==> src/ascc_defs.vh <==
`ifndef ASCC_DEFS_VH
`define ASCC_DEFS_VH

// ----------------------------------------
// Four-level strap encodings
// ----------------------------------------
`define ASCC_LVL_ZERO   2'h0
`define ASCC_LVL_R      2'h1
`define ASCC_LVL_F      2'h2
`define ASCC_LVL_ONE    2'h3

// ----------------------------------------
// Mode decode outputs
// ----------------------------------------
`define ASCC_MODE_STRAP 2'h0
`define ASCC_MODE_TEST  2'h1
`define ASCC_MODE_I2C18 2'h2
`define ASCC_MODE_I2C33 2'h3

// ----------------------------------------
// Hot-plug low time
// ----------------------------------------
`define ASCC_CLK_HZ         25000000
`define ASCC_HPD_LOW_US     2000
// 2000 us at 25 MHz is 50000 cycles, sized to the 16-bit timer
`define ASCC_HPD_LOW_CYC    16'hc350
`define ASCC_CNT_W          16

// ----------------------------------------
// Latch sequencing
// ----------------------------------------
`define ASCC_LATCH_WAIT 2'h2

`endif

==> src/ascc_top.v <==
// How it works
// - Mode zero: clock pin is flip control
// - Mode zero: data pin is USB switch
// - Strap mode: enable pin gates DisplayPort
// - Otherwise DisplayPort follows I2C register bit
// - Otherwise enable pin is hot-plug input
// - Hot-plug low over 2 ms kills lanes
// - AUX routed to SBU1/SBU2 by orientation
// - Display EQ from two display straps
// - Upstream EQ from two upstream straps
// - Non-zero mode: EQ straps form address
// - Mode strap decode: strap/test/1.8V/3.3V
// - Strap mode hot-plug input also times out
`timescale 1ns/1ps
`default_nettype none
`include "ascc_defs.vh"

module ascc_top (
  // Clock and reset
  input  wire       mclk_in,
  input  wire       resetn_in,
  // Four-level straps
  input  wire [1:0] mode_strap_in,
  input  wire [1:0] display_eq_sel_lo_in,
  input  wire [1:0] display_eq_sel_hi_in,
  input  wire [1:0] upstream_eq_sel_lo_in,
  input  wire [1:0] upstream_eq_sel_hi_in,
  // Shared control pins
  input  wire       clk_pin_in,
  input  wire       data_pin_in,
  input  wire       display_enable_ctl_in,
  input  wire       hot_plug_in,
  // From I2C register file
  input  wire       i2c_dp_enable_in,
  input  wire       i2c_flip_in,
  input  wire       i2c_usb_enable_in,
  // Mode and pin routing
  output reg  [1:0] mode_out,
  output reg        i2c_active_out,
  output reg        i2c_scl_out,
  output reg        i2c_sda_out,
  output reg        straps_valid_out,
  // Switch control
  output reg        flip_out,
  output reg        usb_switch_ctl_out,
  output reg        dp_enable_out,
  output reg        dp_lanes_on_out,
  output reg        aux_sbu_closed_out,
  output reg        aux_to_sbu1_out,
  output reg        aux_to_sbu2_out,
  // Equalization and address
  output reg  [3:0] display_eq_out,
  output reg  [3:0] upstream_eq_out,
  output reg        target_addr_bit_lo_out,
  output reg        target_addr_bit_hi_out,
  output reg  [1:0] target_addr_lvl_lo_out,
  output reg  [1:0] target_addr_lvl_hi_out,
  output reg        addr_strap_fault_out
);

  // ----------------------------------------
  // Strap latch
  // ----------------------------------------
  // Straps are sampled on the third cycle after release so pins settle
  reg [1:0] wait_cnt;
  reg       latched;
  reg [1:0] mode_q;
  reg [1:0] deq_lo;
  reg [1:0] deq_hi;
  reg [1:0] ueq_lo;
  reg [1:0] ueq_hi;

  always @(posedge mclk_in) begin
    if (!resetn_in) begin
      wait_cnt <= 2'h0;
      latched  <= 1'b0;
      mode_q   <= 2'h0;
      deq_lo   <= 2'h0;
      deq_hi   <= 2'h0;
      ueq_lo   <= 2'h0;
      ueq_hi   <= 2'h0;
    end else if (!latched) begin
      if (wait_cnt == `ASCC_LATCH_WAIT) begin
        latched <= 1'b1;
        mode_q  <= mode_strap_in;
        deq_lo  <= display_eq_sel_lo_in;
        deq_hi  <= display_eq_sel_hi_in;
        ueq_lo  <= upstream_eq_sel_lo_in;
        ueq_hi  <= upstream_eq_sel_hi_in;
      end else begin
        wait_cnt <= wait_cnt + 2'h1;
      end
    end
  end

  // ----------------------------------------
  // Mode decode
  // ----------------------------------------
  reg [1:0] next_mode;
  wire      strap_mode = latched && (mode_q == `ASCC_LVL_ZERO);

  always @* begin
    case (mode_q)
      `ASCC_LVL_ZERO: next_mode = `ASCC_MODE_STRAP;
      `ASCC_LVL_R:    next_mode = `ASCC_MODE_TEST;
      `ASCC_LVL_F:    next_mode = `ASCC_MODE_I2C18;
      `ASCC_LVL_ONE:  next_mode = `ASCC_MODE_I2C33;
      default:        next_mode = `ASCC_MODE_STRAP;
    endcase
  end

  // ----------------------------------------
  // Hot-plug timing
  // ----------------------------------------
  // Separate pin in strap mode, shared enable pin otherwise
  wire hpd_level = strap_mode ? hot_plug_in : display_enable_ctl_in;
  wire hpd_lost;

  ascc_low_timer #(
    .LIMIT (`ASCC_HPD_LOW_CYC)
  ) u_hpd_timer (
    .mclk_in      (mclk_in),
    .resetn_in    (resetn_in),
    .level_in     (hpd_level),
    .low_long_out (hpd_lost)
  );

  // ----------------------------------------
  // Outputs
  // ----------------------------------------
  // Everything holds safe values until the straps are latched
  always @(posedge mclk_in) begin
    if (!resetn_in) begin
      mode_out               <= 2'h0;
      i2c_active_out         <= 1'b0;
      i2c_scl_out            <= 1'b1;
      i2c_sda_out            <= 1'b1;
      straps_valid_out       <= 1'b0;
      flip_out               <= 1'b0;
      usb_switch_ctl_out     <= 1'b0;
      dp_enable_out          <= 1'b0;
      dp_lanes_on_out        <= 1'b0;
      aux_sbu_closed_out     <= 1'b0;
      aux_to_sbu1_out        <= 1'b0;
      aux_to_sbu2_out        <= 1'b0;
      display_eq_out         <= 4'h0;
      upstream_eq_out        <= 4'h0;
      target_addr_bit_lo_out <= 1'b0;
      target_addr_bit_hi_out <= 1'b0;
      target_addr_lvl_lo_out <= 2'h0;
      target_addr_lvl_hi_out <= 2'h0;
      addr_strap_fault_out   <= 1'b0;
    end else if (latched) begin
      mode_out         <= next_mode;
      straps_valid_out <= 1'b1;
      i2c_active_out   <= !strap_mode;
      if (strap_mode) begin
        flip_out           <= clk_pin_in;
        usb_switch_ctl_out <= data_pin_in;
        dp_enable_out      <= display_enable_ctl_in;
        i2c_scl_out        <= 1'b1;
        i2c_sda_out        <= 1'b1;
        target_addr_bit_lo_out <= 1'b0;
        target_addr_bit_hi_out <= 1'b0;
      end else begin
        i2c_scl_out        <= clk_pin_in;
        i2c_sda_out        <= data_pin_in;
        flip_out           <= i2c_flip_in;
        usb_switch_ctl_out <= i2c_usb_enable_in;
        dp_enable_out      <= i2c_dp_enable_in;
        // Address bit is set by any non-zero strap level
        target_addr_bit_lo_out <= (ueq_lo != `ASCC_LVL_ZERO);
        target_addr_bit_hi_out <= (deq_lo != `ASCC_LVL_ZERO);
      end
      target_addr_lvl_lo_out <= strap_mode ? 2'h0 : ueq_lo;
      target_addr_lvl_hi_out <= strap_mode ? 2'h0 : deq_lo;
      // Flags a board that breaks the 1.8 V address strap limit
      addr_strap_fault_out <= (mode_q == `ASCC_LVL_F) &&
                              (ueq_lo != `ASCC_LVL_F) &&
                              (ueq_lo != `ASCC_LVL_ZERO);
      // Lanes drop on hot-plug loss, AUX switch stays closed
      dp_lanes_on_out    <= (strap_mode ? display_enable_ctl_in : i2c_dp_enable_in)
                            && !hpd_lost;
      aux_sbu_closed_out <= strap_mode ? display_enable_ctl_in : i2c_dp_enable_in;
      aux_to_sbu1_out    <= (strap_mode ? !clk_pin_in : !i2c_flip_in);
      aux_to_sbu2_out    <= (strap_mode ? clk_pin_in : i2c_flip_in);
      display_eq_out     <= {deq_hi, deq_lo};
      upstream_eq_out    <= {ueq_hi, ueq_lo};
    end
  end

endmodule
`default_nettype wire

==> src/ascc_low_timer.v <==
`timescale 1ns/1ps
`default_nettype none
`include "ascc_defs.vh"

module ascc_low_timer #(
  parameter [`ASCC_CNT_W-1:0] LIMIT = 16'h0001
) (
  // Clock and reset
  input  wire                   mclk_in,
  input  wire                   resetn_in,
  // Monitored level
  input  wire                   level_in,
  // Result
  output reg                    low_long_out
);

  reg [`ASCC_CNT_W-1:0] count;

  // Count saturates so the flag stays set while the level stays low
  always @(posedge mclk_in) begin
    if (!resetn_in) begin
      count        <= {`ASCC_CNT_W{1'b0}};
      low_long_out <= 1'b0;
    end else if (level_in) begin
      count        <= {`ASCC_CNT_W{1'b0}};
      low_long_out <= 1'b0;
    end else if (count >= LIMIT) begin
      low_long_out <= 1'b1;
    end else begin
      count <= count + 16'h0001;
    end
  end

endmodule
`default_nettype wire

==> config.mk <==
export PLATFORM = sky130hd
export DESIGN_NAME = ascc_top
export DESIGN_NICKNAME = d
export VERILOG_FILES = /design/src/ascc_top.v /design/src/ascc_low_timer.v
export VERILOG_INCLUDE_DIRS = /design/src
export SDC_FILE = /design/constraint.sdc
export NUM_CORES = 1
export LEC_CHECK = 0
export BUFFER_PORTS_ARGS = -buffer_cell sky130_fd_sc_hd__buf_2
export CAP_MARGIN = 20
export CORE_MARGIN = 2
export CORE_UTILIZATION = 48
export DETAILED_ROUTE_END_ITERATION = 10
export PLACE_DENSITY = 0.74
export SLEW_MARGIN = 20
export SYNTH_ARGS = -nofsm -noshare
export SYNTH_HDL_FRONTEND = slang
export SYNTH_SLANG_ARGS = --single-unit
==> constraint.sdc <==
create_clock -name mclk_in -period 1.4 [get_ports mclk_in]
set_input_delay 0.21 -clock mclk_in [delete_from_list [all_inputs] [get_ports mclk_in]]
set_output_delay 0.21 -clock mclk_in [all_outputs]
set_load 0.05 [all_outputs]
# [Word level (Yosys, flattened, before mapping)]
# Index checks and enable logic that the tools add are counted.
[classes] muxes=14 order_cmp=1 n_addsub=2 n_bitwise=3 reduce_logical=14 n_eq_ne=5
[op_table] operator="$add A16 B1 Y16 const B" n=1
[op_table] operator="$ge A16 B16 Y1 const B" n=1
[op_table] operator="$mux W1" n=11
[op_table] operator="$pmux W2 S4" n=1
[op_table] operator="$eq A2 B2 Y1 const B" n=3
[op_table] operator="$logic_and A1 B1 Y1" n=4
[op_table] operator="$logic_not A1 Y1" n=4
[op_table] operator="$mux W2" n=2
[op_table] operator="$reduce_and A2 Y1" n=2
[op_table] operator="$reduce_bool A2 Y1" n=2
[op_table] operator="$not A1 Y1" n=3
[op_table] operator="$add A2 B1 Y2 const B" n=1
[op_table] operator="$eq A2 B1 Y1 const B" n=1
[op_table] operator="$logic_not A2 Y1" n=1
[op_table] operator="$ne A2 B2 Y1 const B" n=1
[op_table] operator="$reduce_or A2 Y1" n=1
[totals] in_bits=19 out_inout_bits=28 reg_bits=56 elab_cells=65

# [Logic depth before layout (Yosys ltp)]
[logic_depth] word_depth=4 ltp_mapped=7

# [By module]
# Synthesis repeated with hierarchy kept, for this count alone.
[hier_totals] cells_unflattened=280 hier_area_um2=2580.0
[modules_own_cells] module="ascc_top" instances=1 cells_per_inst=166 area_each_um2=1615.3
[modules_own_cells] module="ascc_low_timer" instances=1 cells_per_inst=114 area_each_um2=964.7

# [Worst setup path after synthesis]
# No wires, ideal clock.
[synth_timing] kind="register to register" start="register mode_q[0]" end="register u_hpd_timer.count[10]" path_slack_ps=-80 t_arrival_ps=1416 period_less_slack_ps=1480 n_path_buf=2 setup_time_ps=64 stages_incl_launch_ff=8 path_cell_list="dfxtp_1 buf_2 nor2_4 and2_1 mux2i_1 nand2_1 buf_2 nor2_1"
[synth_via] elab_chain_cells=4
[synth_lines] element="start, declared" line_no="ascc_top.v:67" rtl="reg [1:0] mode_q;"
[synth_lines] element="start signal, assigned" line_no="ascc_top.v:85" rtl="mode_q <= mode_strap_in;"
[synth_lines] element="$logic_not A2 Y1"
[synth_lines] element="$logic_and A1 B1 Y1" line_no="ascc_top.v:100" rtl="wire strap_mode = latched && (mode_q == `ASCC_LVL_ZERO);"
[synth_lines] element="$mux W1" line_no="ascc_top.v:116" rtl="wire hpd_level = strap_mode ? hot_plug_in : display_enable_ctl_in;"
[synth_lines] element="$reduce_or A2 Y1 (no line)"
[synth_lines] element="end signal, assigned" line_no="ascc_low_timer.v:22" rtl="count <= {`ASCC_CNT_W{1'b0}};"
[synth_lines] element="end signal, assigned" line_no="ascc_low_timer.v:25" rtl="count <= {`ASCC_CNT_W{1'b0}};"
[synth_lines] element="end signal, assigned" line_no="ascc_low_timer.v:30" rtl="count <= count + 16'h0001;"
[synth_lines] element="end, declared" line_no="ascc_low_timer.v:17" rtl="reg [`ASCC_CNT_W-1:0] count;"
# No other way between the ends.
# A chain may end at the register's enable or synchronous reset.

# [Worst setup path in the final report]
[layout_timing] start="register u_hpd_timer.count[10]" end="register u_hpd_timer.count[14]"
[layout_via] elab_chain_cells=1 elab_cells_between_ends=2
[layout_lines] element="$add A16 B1 Y16 / $ge A16 B16 Y1 (equally long branches)" line_no="ascc_low_timer.v:30, ascc_low_timer.v:27"
# Several ways; a longest one is shown, not always the timed one.

==> flow_metrics.py <==
metrics = {
    "outcome": {
        "status": "complete, but fails checks",
        "violations": "setup timing",
    },
    "logic_synthesis": {
        "synth-compound-area-share": 0.163,
        "synth_mux_area_frac": 0.0375,
        "synth_xor_xnor_area_share": 0.0511,
        "ys_warn_count": 0,
        "synth_ff_type": "dfxtp_1",
        "synth_fa_ha_area_frac": 0.0156,
        "synth_area_um2": 2400,
        "synth_edf_count": 0,
        "synthSimpleGateAreaFrac": 0.214,
        "synth.distinct_cells": 36,
        "synth_nets": 289,
        "syn_avg_cell_area_um2": 8.99,
        "synth_top_family_by_area": "simple AND/OR/NAND/NOR gates",
        "synthCells": 267,
        "async_flop_share": 0,
        "ys_seq_area_frac": 0.467,
        "ys_ff_latch": 56,
    },
    "layout": {
        "top_regs": "u_hpd_timer.count (16), display_eq_out (4), upstream_eq_out (4)",
        "antenna_cells": 0,
        "drive_above_1_share": 0.322,
        "fin_nets": 347,
        "largest_register_ffs": 16,
        "top_register": "u_hpd_timer.count",
        "syn2layout_area_growth_pct": 26.2,
        "final_util": 0.633,
    },
    "routing": {
        "drtIter0Drc": 90,
        "drc": 0,
        "first_pass_iters": 6,
        "ant_nets": 0,
        "via_per_inst": 5.03,
        "vias": 1975,
        "routed_wl_um": 4850,
        "post_drt_wl_per_cell_um": 12.3,
    },
    "clock_tree": {
        "clk_latency_ns": 0.31,
        "clk_transition_reported_paths_ns": 0.10,
        "clock-root-buffer": "clkbuf_8",
        "cts.path.max_buffers": 2,
        "cts_made_buffers": 5,
        "cts_sinks": 56,
        "cts_tree": "built",
        "htreeDepth": 2,
        "postCtsHoldBufs": 0,
    },
    "critical_path": {
        "path_max_fanout": 4,
        "crit_buf_inv": 1,
        "endpoint_kind": "register",
        "cpMaxStageDelayCell": "dfxtp_2",
        "arrival_ns": 1.72,
        "path_class": "reg2reg",
        "path_cells": "nor4_4 -> o21ai_2 -> buf_4 -> a2111oi_4 -> xnor2_1 -> nor2_2",
        "max_stage_delay_ns": 0.34,
        "cp-start-kind": "register",
        "cp.required_ns": 1.60,
        "crit_family": "compound AO/OA/AOI/OAI gates",
    },
    "place": {
        "hpwl_um": 3310,
        "globalplace.congestion": 0.819,
        "place.port_buffers": 46,
    },
    "grt": {
        "grt_pass1_vias": 1830,
        "grt.total_usage": 0.187,
        "grt_max_degree": 41,
        "antenna_found_initial": 0,
        "grt_pass1_wl_um": 8070,
        "grt_overflow_total": 0,
    },
    "min_path": {
        "hold_class": "in2reg",
    },
    "die": {
        "die_y_um": 74.7,
        "pin_count": 47,
        "die_w_um": 74.7,
        "dieArea_um2": 5580,
        "initial_core_util": 0.501,
        "rows": 25,
        "core_um2": 4790,
    },
    "power_and_ir_drop": {
        "leakage_nw": 1.22,
        "total_power_mw": 4.04,
        "ir_drop_v": 0.000630,
        "powerDensity_nw_per_um2": 1340,
    },
    "timing": {
        "hold_viol": 0,
        "fmax_ghz": 0.659,
        "min_period_over_period": 1.08,
        "slew_headroom": 0.798,
        "skew_ns": 0.00867,
        "min_period_ns": 1.52,
        "rsz0062_at_grt": "yes",
        "tightest_slew_ns": 0.303,
        "setup_viol": 4,
        "finalMaxSlewViolations": 0,
        "setup_slack_ns": -0.117,
    },
    "flow_run": {
        "maxCapViolCount": 0,
    },
}
==> what timing repair did <==
| item | CTS | global route |
|---|---|---|
| resized for setup | 11 | 10 |
| setup buffers | 0 | 0 |
| endpoints found under the setup margin | 15 | 25 |
| pin swaps | 2 | 3 |
==> placed cells by master (no fill, tap or decap), types with 2 or more instances in the layout <==
cell type and instances:
and2_1 6, inv_1 9, a21boi_0 17, o21ai_0 5, nand2_4 2, clkbuf_8 6, nand4_1 4, a21oi_2 8
o21a_1 2, nor2b_1 10, buf_2 46, a21oi_1 3, dfxtp_2 3, nand3_1 7, o22ai_1 4, nand2b_1 7
ha_1 3, mux2i_1 9, o221ai_1 2, a211oi_2 2, nor2_1 20, buf_6 2, buf_4 21, o211a_1 4
dfxtp_1 52, xnor2_1 14, nand2_1 37
==> final timing paths <==
| path | slack (ns) | depth (start not counted) | from | endpoint |
|---|---|---|---|---|
| min reg2reg | 0.46 | 1 | straps_valid_out$_SDFFE_PN0P_ | straps_valid_out$_SDFFE_PN0P_ |
| min | 0.14 | 3 | display_eq_sel_lo_in[1] | deq_lo[1]$_SDFFE_PN0P_ |
| max reg2reg | -0.12 | 6 | u_hpd_timer.count[10]$_SDFFE_PP0N_ | u_hpd_timer.count[14]$_SDFFE_PP0N_ |
| max | -0.12 | 6 | u_hpd_timer.count[10]$_SDFFE_PP0N_ | u_hpd_timer.count[14]$_SDFFE_PP0N_ |
==> synthesized netlist by cell type, drive strengths merged, types with 2 or more instances <==
cell type / instances / area share
nor2: 22 / 0.039
dfxtp: 56 / 0.47
a21oi: 11 / 0.023
nor2b: 10 / 0.026
clkbuf: 11 / 0.017
a211oi: 3 / 0.011
o211a: 4 / 0.017
o22ai: 4 / 0.010
o21ai: 6 / 0.014
and4: 2 / 0.0073
and2: 8 / 0.021
xnor2: 14 / 0.051
a21boi: 17 / 0.053
o221ai: 2 / 0.0073
buf: 8 / 0.020
inv: 9 / 0.014
mux2i: 9 / 0.038
nand4: 4 / 0.010
nand2: 39 / 0.061
nand2b: 8 / 0.021
ha: 3 / 0.016
o21a: 2 / 0.0063
nand3: 8 / 0.019
==> metrics by stage <==
stage / setup TNS [ns] / instances / setup WS (ns) / hold WS, ns / instance area [um^2]
after floorplan: 0 / 267 / 0.00345 / 0.355 / 2440
after global placement: -0.348 / 385 / -0.102 / 0.434 / 2830
after detailed placement: -0.440 / 385 / -0.121 / 0.445 / 2830
after CTS: -0.347 / 393 / -0.115 / 0.138 / 3000
after global routing: -0.729 / 393 / -0.197 / 0.146 / 3030
final: -0.177 / 393 / -0.117 / 0.142 / 3030
==> power by group <==
group / internal, mW / switching [mW]
sequential: 1.74 / 0.0933
combinational: 0.390 / 0.710
clock: 0.585 / 0.521
total: 2.72 / 1.32
==> kinds of logic after synthesis <==
family,after synthesis
mux,9
xor+xnor,14
simple gates,104
flops,56
compound gates,53
fa+ha+maj,3
buf+inv,28
==> routing by layer <==
metal	vias up	wire (um)	share of wire	GRT usage
li1	1006	-	-	-
met1	908	2300	0.48	0.234
met2	55	2210	0.46	0.322
met3	6	274	0.057	0.0482
met4	0	58	0.012	0.0476
met5	-	0	0	0
==> tightest hold or removal path: cells and delay by family <==
family / cells / cell delay (ns)
buffers and inverters: 1 / 0.09
AND/OR/NAND/NOR: 1 / 0.04
AO/OA/AOI/OAI: 1 / 0.06
==> layout make-up <==
cell class	count	area, um^2
Fill cell	415	1760
Inverter	9	33.8
Multi-Input combinational cell	183	1230
Tap cell	67	83.8
Clock buffer	6	82.6
Sequential cell	56	1130
Clock inverter	2	38.8
Timing Repair Buffer	70	430
No activity file was read; power rests on OpenSTA's default activity.
